$ cat src/design/sbc_status_map.svh
// constants of the status readback register group
// assumes inclusion by bare name from design files
//
// Summary of operation
// - level register at 0x48, read only
// - level bit 7 returns test pin
// - level bit 6 always reads one
// - level bit 5 mirrors fail-output configuration
// - level bit 0 returns wake input
// - other reserved bits read zero, level bit 6 reads one
// - level register reset patterns per reset kind
// - regulator register at 0x4c, clear on read
// - upper nibble cleared soft, kept restart
// - bit 7 boost has been active
// - bit 6 boost drain/sense short
// - bit 5 OR of three open detections
// - bit 4 boost gate short
// - bit 2 buck switch short
// - bit 1 buck switch open
// - bit 0 main output out of range
// - identification register at 0x7e, read only
`ifndef SBC_STATUS_MAP_SVH
`define SBC_STATUS_MAP_SVH

`define ADDR_INPUT_LEVEL_STATUS      7'h48
`define ADDR_REGULATOR_FAULT_STATUS  7'h4c
`define ADDR_PART_IDENTIFICATION     7'h7e

`define LVL_TEST_BIT                 7
`define LVL_RESERVED_ONE_BIT         6
`define LVL_CFG_MIRROR_BIT           5
`define LVL_WAKE_BIT                 0

`define REG_BOOST_ACTIVE_BIT         7
`define REG_BOOST_SHORT_BIT          6
`define REG_BOOST_OPEN_BIT           5
`define REG_BOOST_GATE_SHORT_BIT     4
`define REG_RESERVED_ZERO_BIT        3
`define REG_BUCK_SHORT_BIT           2
`define REG_BUCK_OPEN_BIT            1
`define REG_RANGE_BIT                0

`define REG_NUM_FLAGS                7
`define REG_NUM_KEPT_FLAGS           4

`define READ_DATA_RESET              8'h00
`define CFG_MIRROR_RESET             1'b0

`endif

$ cat src/design/sbc_status_pkg.sv
// types shared by the status readback register group
// assumes nothing beyond a SystemVerilog compiler
package sbc_status_pkg;

   typedef enum logic [1:0] {
      SEL_LEVEL,
      SEL_REGULATOR,
      SEL_IDENT,
      SEL_NONE
   } reg_sel_t;

endpackage : sbc_status_pkg

$ cat src/design/clear_on_read_flag.sv
// one latched fault flag with clear on read and reset preload
// assumes condition, clear and preload are synchronous to clock_i
`timescale 1ns/1ps
`default_nettype none

module clear_on_read_flag (
   input  wire logic clock_i,
   input  wire logic rst_i,
   input  wire logic cond_i,
   input  wire logic clear_i,
   input  wire logic preload_i,
   input  wire logic preload_val_i,
   output var  logic flag_o
);

   typedef struct packed {
      logic flag_ff;
   } flag_state_t;

   flag_state_t state_ff;
   flag_state_t nxt_state;

   always_comb begin
      nxt_state = state_ff;
      if (preload_i) begin
         nxt_state.flag_ff = preload_val_i;
      end else begin
         // set wins over the read clear
         nxt_state.flag_ff = cond_i | (state_ff.flag_ff & ~clear_i);
      end
   end

   always_ff @(posedge clock_i or posedge rst_i) begin
      if (rst_i) begin
         state_ff <= '0;
      end else begin
         state_ff <= nxt_state;
      end
   end

   assign flag_o = state_ff.flag_ff;

endmodule : clear_on_read_flag

`default_nettype wire

$ cat src/design/sbc_status_readback_regs.sv
// read-only status registers and clear-on-read regulator faults
// assumes the serial frame logic issues one-cycle read strobes with a 7-bit address
`timescale 1ns/1ps
`default_nettype none
`include "sbc_status_map.svh"

module sbc_status_readback_regs #(
   parameter logic [3:0] PRODUCT_LINE_CODE = 4'h3, // arbitrary value
   parameter logic [3:0] VARIANT_CODE      = 4'h6  // arbitrary value
) (
   input  wire logic       clock_i,
   input  wire logic       rst_i,
   input  wire logic       soft_reset_i,
   input  wire logic       restart_i,
   input  wire logic       rd_en_i,
   input  wire logic [6:0] rd_addr_i,
   input  wire logic       test_pin_i,
   input  wire logic       wake_input_level_i,
   input  wire logic       fail_output_config_bit_i,
   input  wire logic       boost_active_i,
   input  wire logic       boost_drain_short_i,
   input  wire logic       boost_sense_short_i,
   input  wire logic       boost_diode_lost_i,
   input  wire logic       boost_resistor_lost_i,
   input  wire logic       boost_sense_gnd_lost_i,
   input  wire logic       boost_gate_short_i,
   input  wire logic       buck_switch_short_i,
   input  wire logic       buck_switch_open_i,
   input  wire logic       main_output_out_of_range_i,
   output var  logic [7:0] rd_data_o,
   output var  logic       rd_valid_o,
   output var  logic       rd_hit_o
);

   ////////////////////////////////////////////////////////////////////////////
   // address decode

   function automatic sbc_status_pkg::reg_sel_t decode_addr(input logic [6:0] addr);
      sbc_status_pkg::reg_sel_t sel;
      sel = sbc_status_pkg::SEL_NONE;
      if (addr == `ADDR_INPUT_LEVEL_STATUS) begin
         sel = sbc_status_pkg::SEL_LEVEL;
      end else if (addr == `ADDR_REGULATOR_FAULT_STATUS) begin
         sel = sbc_status_pkg::SEL_REGULATOR;
      end else if (addr == `ADDR_PART_IDENTIFICATION) begin
         sel = sbc_status_pkg::SEL_IDENT;
      end
      return sel;
   endfunction : decode_addr

   ////////////////////////////////////////////////////////////////////////////
   // regulator fault flags

   logic [`REG_NUM_FLAGS-1:0] cond;
   logic [`REG_NUM_FLAGS-1:0] flags;
   logic [`REG_NUM_FLAGS-1:0] preload;
   logic [`REG_NUM_FLAGS-1:0] preload_val;
   logic                      reg_read;

   always_comb begin
      cond                           = '0;
      cond[`REG_BOOST_ACTIVE_BIT-1]  = boost_active_i;
      cond[`REG_BOOST_SHORT_BIT-1]   = boost_drain_short_i | boost_sense_short_i;
      cond[`REG_BOOST_OPEN_BIT-1]    = boost_diode_lost_i | boost_resistor_lost_i
                                       | boost_sense_gnd_lost_i;
      cond[`REG_BOOST_GATE_SHORT_BIT-1] = boost_gate_short_i;
      cond[`REG_BUCK_SHORT_BIT]      = buck_switch_short_i;
      cond[`REG_BUCK_OPEN_BIT]       = buck_switch_open_i;
      cond[`REG_RANGE_BIT]           = main_output_out_of_range_i;
   end

   assign reg_read = rd_en_i && (decode_addr(rd_addr_i) == sbc_status_pkg::SEL_REGULATOR);

   // flags index: 6..3 upper nibble, 2..0 lower three
   genvar gi;
   generate
      for (gi = 0; gi < `REG_NUM_FLAGS; gi++) begin : g_flag
         if (gi >= `REG_NUM_FLAGS - `REG_NUM_KEPT_FLAGS) begin : g_upper
            // kept across restart, cleared by soft reset
            assign preload[gi]     = soft_reset_i;
            assign preload_val[gi] = 1'b0;
         end else begin : g_lower
            // follows the live condition after either reset
            assign preload[gi]     = soft_reset_i | restart_i;
            assign preload_val[gi] = cond[gi];
         end
         clear_on_read_flag u_flag (
            .clock_i       (clock_i),
            .rst_i         (rst_i),
            .cond_i        (cond[gi]),
            .clear_i       (reg_read),
            .preload_i     (preload[gi]),
            .preload_val_i (preload_val[gi]),
            .flag_o        (flags[gi])
         );
      end
   endgenerate

   ////////////////////////////////////////////////////////////////////////////
   // state

   typedef struct packed {
      logic       test_ff;
      logic       wake_ff;
      logic       cfg_mirror_ff;
      logic [7:0] rd_data_ff;
      logic       rd_valid_ff;
      logic       rd_hit_ff;
   } regs_state_t;

   regs_state_t state_ff;
   regs_state_t nxt_state;
   logic [7:0]  level_word;
   logic [7:0]  regulator_word;
   logic [7:0]  ident_word;

   always_comb begin
      level_word                          = 8'h00;
      level_word[`LVL_TEST_BIT]           = state_ff.test_ff;
      level_word[`LVL_RESERVED_ONE_BIT]   = 1'b1;
      level_word[`LVL_CFG_MIRROR_BIT]     = state_ff.cfg_mirror_ff;
      level_word[`LVL_WAKE_BIT]           = state_ff.wake_ff;
      regulator_word = {flags[`REG_NUM_FLAGS-1:3], 1'b0, flags[2:0]};
      ident_word     = {PRODUCT_LINE_CODE, VARIANT_CODE};
   end

   always_comb begin
      nxt_state         = state_ff;
      nxt_state.test_ff = test_pin_i;
      nxt_state.wake_ff = wake_input_level_i;
      if (soft_reset_i) begin
         // soft reset pattern x100 000x, restart keeps the mirror live
         nxt_state.cfg_mirror_ff = `CFG_MIRROR_RESET;
      end else begin
         nxt_state.cfg_mirror_ff = fail_output_config_bit_i;
      end
      nxt_state.rd_valid_ff = rd_en_i;
      nxt_state.rd_hit_ff   = 1'b0;
      if (rd_en_i) begin
         nxt_state.rd_hit_ff = (decode_addr(rd_addr_i) != sbc_status_pkg::SEL_NONE);
         case (decode_addr(rd_addr_i))
            sbc_status_pkg::SEL_LEVEL:     nxt_state.rd_data_ff = level_word;
            sbc_status_pkg::SEL_REGULATOR: nxt_state.rd_data_ff = regulator_word;
            sbc_status_pkg::SEL_IDENT:     nxt_state.rd_data_ff = ident_word;
            default:                       nxt_state.rd_data_ff = 8'h00;
         endcase
      end
   end

   always_ff @(posedge clock_i or posedge rst_i) begin
      if (rst_i) begin
         state_ff <= '0;
      end else begin
         state_ff <= nxt_state;
      end
   end

   assign rd_data_o  = state_ff.rd_data_ff;
   assign rd_valid_o = state_ff.rd_valid_ff;
   assign rd_hit_o   = state_ff.rd_hit_ff;

endmodule : sbc_status_readback_regs

`default_nettype wire

$ cat config.mk
export PLATFORM = sky130hd
export DESIGN_NAME = sbc_status_readback_regs
export DESIGN_NICKNAME = d
export VERILOG_FILES = /design/src/design/sbc_status_pkg.sv /design/src/design/clear_on_read_flag.sv /design/src/design/sbc_status_readback_regs.sv
export VERILOG_INCLUDE_DIRS = /design/src /design/src/design
export SDC_FILE = /design/constraint.sdc
export NUM_CORES = 1
export LEC_CHECK = 0
export BUFFER_PORTS_ARGS = -buffer_cell sky130_fd_sc_hd__clkbuf_2
export CAP_MARGIN = 25
export CORE_ASPECT_RATIO = 1.4
export CORE_MARGIN = 5
export CORE_UTILIZATION = 40
export DETAILED_ROUTE_END_ITERATION = 7
export GPL_TIMING_DRIVEN = 0
export HOLD_SLACK_MARGIN = 0.12
export PLACE_DENSITY = 0.71
export SETUP_SLACK_MARGIN = 0.3
export SLEW_MARGIN = 20
export SYNTH_ARGS = -nofsm -noshare
export SYNTH_HDL_FRONTEND = slang
export SYNTH_SLANG_ARGS = --single-unit
$ cat constraint.sdc
create_clock -name clock_i -period 0.9 [get_ports clock_i]
set_input_delay 0 -clock clock_i [delete_from_list [all_inputs] [get_ports clock_i]]
set_output_delay 0 -clock clock_i [all_outputs]
set_load 0.05 [all_outputs]
# --- After elaboration in Yosys (flattened, before gate mapping) ---
# Cells that the tools add are included.
word_totals:
  ff_bits: 20
  inputBits: 25
  out_inout_bits: 10
  word_cells: 55
classes:
  eq_ne: 7
  muxes: 14
  n_bitwise: 19
  reduce_logical: 2
ops:
  columns: ["cell", "count"]
  rows:
  - ["case mux 8 bit (3 select lines)", 1]
  - ["== test 7 bit (second input constant)", 3]
  - ["OR 1 bit", 11]
  - ["2-to-1 mux 1 bit", 10]
  - ["bitwise AND 1 bit", 7]
  - ["2-to-1 mux 2 bit", 3]
  - ["== test 2 x 1 -> 1 bit (second input constant)", 2]
  - ["== test 2 bit (second input constant)", 1]
  - ["logical NOT 2 bit", 1]
  - ["inequality test 2 bit (second input constant)", 1]
  - ["logical AND 1 bit", 1]
  - ["NOT 1 bit", 1]

# --- Longest topological paths before layout ---
logic_depth:
  ltp_word: 10
  depth_mapped: 4
  mapped_depth_nobuf: 3

# --- By module ---
# Synthesis repeated with hierarchy kept, for this count alone.
unflattened:
  hier_cells: 92
  area_unflattened_um2: 914.6
modules_own_cells:
  columns: ["module", "n_inst", "cells_each", "area_each_um2", "seq_area_each_um2"]
  rows:
  - ["sbc_status_readback_regs", 1, 50, 564.3, 300.3]
  - ["clear_on_read_flag", 7, 6, 50.0, 25.0]

# --- Worst setup path before layout ---
# Ideal clock, no wire load.
synth_path:
  kind: "register to register"
  from: "reg, netlist name rd_data_o[2]"
  to: "reg state_ff, in the netlist rd_data_o[2]"
  arrival_time_ns: 1.031
  required_time_ns: 0.773
  setup_slack_ns: -0.258
  path_stages_with_launch: 3
  path_buffers: 0
  synth_period_minus_slack_ns: 1.158
  cell_sequence: "dfrtp_1 nor2b_1 a311o_2"
synth_lines:
  columns: ["item", "line", "source"]
  rows:
  - ["end signal: assignment", "sbc_status_readback_regs.sv:154", "state_ff <= nxt_state;"]
  - ["end: declaration", "sbc_status_readback_regs.sv:111", "regs_state_t state_ff;"]

# --- Final worst setup path ---
layout_path:
  from: "reg g_flag[4].u_flag.state_ff"
  to: "reg state_ff, in the netlist rd_data_o[5]"
layout_between:
  elab_chain_cells: 1
layout_lines:
  columns: ["item", "line", "source"]
  rows:
  - ["start: declaration", "clear_on_read_flag.sv:20", "flag_state_t state_ff;"]
  - ["start signal: assignment", "clear_on_read_flag.sv:37", "state_ff <= nxt_state;"]
  - ["case mux 8 bit (3 select lines)", "sbc_status_readback_regs.sv:141", "case (decode_addr(rd_addr_i))"]
# No other way between the ends.
# A chain may end at the register's enable or synchronous reset.

==> results.py <==
metrics = {
    "synthesis": {
        "synth_xor_area_share_pct": 0,
        "synth_top_area_share_pct": 55.64,
        "synth-compound-area-share_pct": 17.57,
        "synth-simple-area-share_pct": 18.74,
        "ys_ff_latch": 19,
        "synth_edf_count": 0,
        "synth_top_area_cell": "dfrtp_1",
        "synthCells": 71,
        "muxShareOfSynthArea_pct": 3.953,
        "async_reset_ff_share_pct": 100.0,
        "synth_fa_ha_area_share_pct": 0,
        "yosysMostFrequentCell": "dfrtp_1",
        "yosys-top-cells-area": "dfrtp_1 56%, mux2_2 4.0%, o2bb2ai_1 3.1%",
        "yosys_warnings": 0,
        "seq_area_frac_synth_pct": 55.64,
        "synth_area_per_cell_sq_um": 12.04,
        "synthesis.nets": 96,
        "ys.flop_type": "dfrtp_1",
        "synth_top_family_by_area": "simple AND/OR/NAND/NOR gates",
        "synthDistinctLibCells": 29,
        "netlist_area_sq_um": 854.6,
    },
    "finish": {
        "nets": 149,
        "diodes": 0,
        "drive_gt1_share_pct": 59.35,
        "area_growth_pct": 68.23,
        "fillCellCount": 133,
        "multi_input_area_sq_um": 431.7,
        "seqCellArea_sq_um": 484.2,
    },
    "detailed_routing": {
        "wl_microns": 1908,
        "route.detailed.drc": 0,
        "top_layer": "met4",
        "first_pass_iters": 3,
        "num_vias": 733,
        "dr.first_iter.drc_count": 18,
        "viasPerCell": 5.090,
        "dr_wl_met3_microns": 76,
        "ant_nets": 0,
        "drt-met1-wl_microns": 735,
        "wl_per_cell_microns": 13.25,
        "met2WireLength_microns": 1048,
    },
    "timing": {
        "hold_violations": 25,
        "report.final.slew_viol_count": 0,
        "setup_ws_ps": -43.73,
        "fin_crit_sh_pct": 104.9,
        "finalSetupTns_ps": -142.0,
        "slew_headroom_pct": 53.21,
        "report.final.setup_viol": 5,
        "max_freq_mhz": 1060,
        "grt_setup_unrepaired": "true",
        "hold_slack_ps": -220.2,
        "finalCriticalPeriod_ps": 943.7,
        "worst_slew_pin_slew_ps": 701.1,
        "finClkSkew_ps": 9.035,
    },
    "placement": {
        "hpwlAfterDp_microns": 1322,
        "portBuffers": 31,
        "gp_congestion": 0.7180,
    },
    "worst_setup_path": {
        "cp-end-kind": "flip-flop",
        "slowest_stage": "dfrtp_1",
        "r2r-start": "g_flag[4].u_flag.flag_o",
        "r2r_cells": 3,
        "critPathKind": "reg -> reg",
        "required_ps": 1090,
        "critical_path.max_stage_delay_ps": 400,
        "r2r_slack_ps": -40,
        "critPathArrivalTime_ps": 1140,
        "r2r_end": "rd_data_o[5]",
        "path_cells": "mux2_4 > a2bb2oi_2 > o2bb2ai_1",
        "setup.worst_path.start_class": "flip-flop",
        "path_max_fanout": 2,
    },
    "clocking": {
        "clk_path_buf_depth": 2,
        "cts_tree": "done",
        "clk_latency_ps": 290,
        "root_buffer": "clkbuf_4",
        "cts_buffers": 3,
        "h-tree-depth": 1,
        "clock-sinks": 19,
        "ctsHoldBuffers": 8,
        "cts.reportedPaths.clkPinSlew_ps": 110,
    },
    "flow_run": {
        "drv_cap": 0,
    },
    "grt": {
        "grt_pass1_wl_microns": 3249,
        "overflow": 0,
        "grt_util_all_layers_pct": 12.98,
        "grt_pass1_vias": 783,
        "grt_antenna_before_repair": 0,
        "grt_max_degree": 20,
    },
    "floorplan": {
        "die_x_microns": 49.07,
        "dieArea_sq_um": 3174,
        "num_io_pins": 35,
        "dieHeight_microns": 64.69,
        "row_count": 19,
        "start_util_pct": 42.79,
        "core_area_sq_um": 1997,
    },
    "run_status": {
        "violations": "negative hold slack, negative setup slack",
        "outcome": "complete, but fails checks",
    },
    "power": {
        "p_leak_uw": 0.0007011,
        "peakVddDrop_mv": 1.156,
        "power.density_nw_per_um2": 1166,
    },
    "worst_hold_path": {
        "min_path_type": "in -> async",
    },
}
==> state kept, by name, summed over array words and instances, names as in the netlist <==
| signal | cells |
|---|---|
| g_flag.u_flag.flag_o | 7 |
| level_word | 3 |
| rd_valid_o | 1 |
| rd_hit_o | 1 |
| rd_data_o | 7 |
==> power by group <==
part | internal, uW | leakage, uW | switching (uW)
sequential | 891 | 0.000228 | 20.0
combinational | 192 | 0.000458 | 151
clock | 172 | 0.0000150 | 249
==> worst max-delay path by stage <==
stage	from	end	slack (ps)
3_5_place_dp	rd_addr_i[1]	g_flag[2].u_flag.flag_o	-250
4_1_cts	rd_data_o[4]	rd_data_o[4]	-40
2_1_floorplan	rd_data_o[2]	rd_data_o[2]	-170
5_1_grt	g_flag[4].u_flag.flag_o	rd_data_o[5]	-70
3_3_place_gp	rd_addr_i[1]	g_flag[0].u_flag.flag_o	-250
6_report	g_flag[4].u_flag.flag_o	rd_data_o[5]	-40
==> cell usage in the layout, fill, tap and decap left out, types with 2 or more instances in the layout <==
cell and count:
o22ai_2 3, mux2_4 3, buf_4 6, nand2_2 2, nor2_1 2, buf_6 7, a21o_1 3, nor3_1 2
inv_1 4, dfrtp_1 12, buf_8 7, clkbuf_1 2, nor2b_1 3, nand2b_1 3, dfrtp_2 7, a311o_2 2
clkbuf_4 4, o2bb2ai_1 3, nand2_1 2, dlygate4sd3_1 8, clkbuf_2 18
==> routing by layer <==
layer | up-vias | GRT usage (%)
met4 | 0 | 8.418
met2 | 18 | 22.58
li1 | 358 | -
met1 | 351 | 13.47
met3 | 6 | 3.440
met5 | - | 0
==> area by class of cell <==
class | instances | area share [%]
Tap cell | 21 | 1.828
Sequential cell | 19 | 33.68
Timing Repair Buffer | 48 | 30.46
Inverter | 4 | 1.044
Multi-Input combinational cell | 45 | 30.03
Buffer | 3 | 1.131
Clock buffer | 4 | 1.828
==> critical path: cells and delay by family, from the launching register on <==
kind	cells	cell delay (ps)
AOI/OAI and AO/OA	2	190
DFF	1	400
muxes	1	260
==> cells by family after synthesis <==
group / count (synthesis)
compound gates: 17
buf+inv: 7
flops: 19
mux: 3
other cells: 1
simple gates: 24
==> per-stage QoR <==
stage          setup WS [ps]  utilization (%)  instances  total power (uW)  cell area [sq um]
2_1_floorplan         -170.5                -         71              1064              883.3
3_3_place_gp          -253.6            53.32        123              1148               1065
3_5_place_dp          -253.3            53.32        123              1152               1065
4_1_cts               -38.53            66.79        140              1635               1334
5_1_grt               -65.56            71.99        144              1757               1438
6_report              -43.73            71.99        144              1676               1438
==> timing repair <==
action,CTS,global route
gates cloned,0,0
buffers inserted,5,4
endpoints found under the setup margin,23,24
hold endpoints to repair,36,31
gates resized for setup,26,29
pin swaps,8,6
No activity file was read; power rests on OpenSTA's default activity.
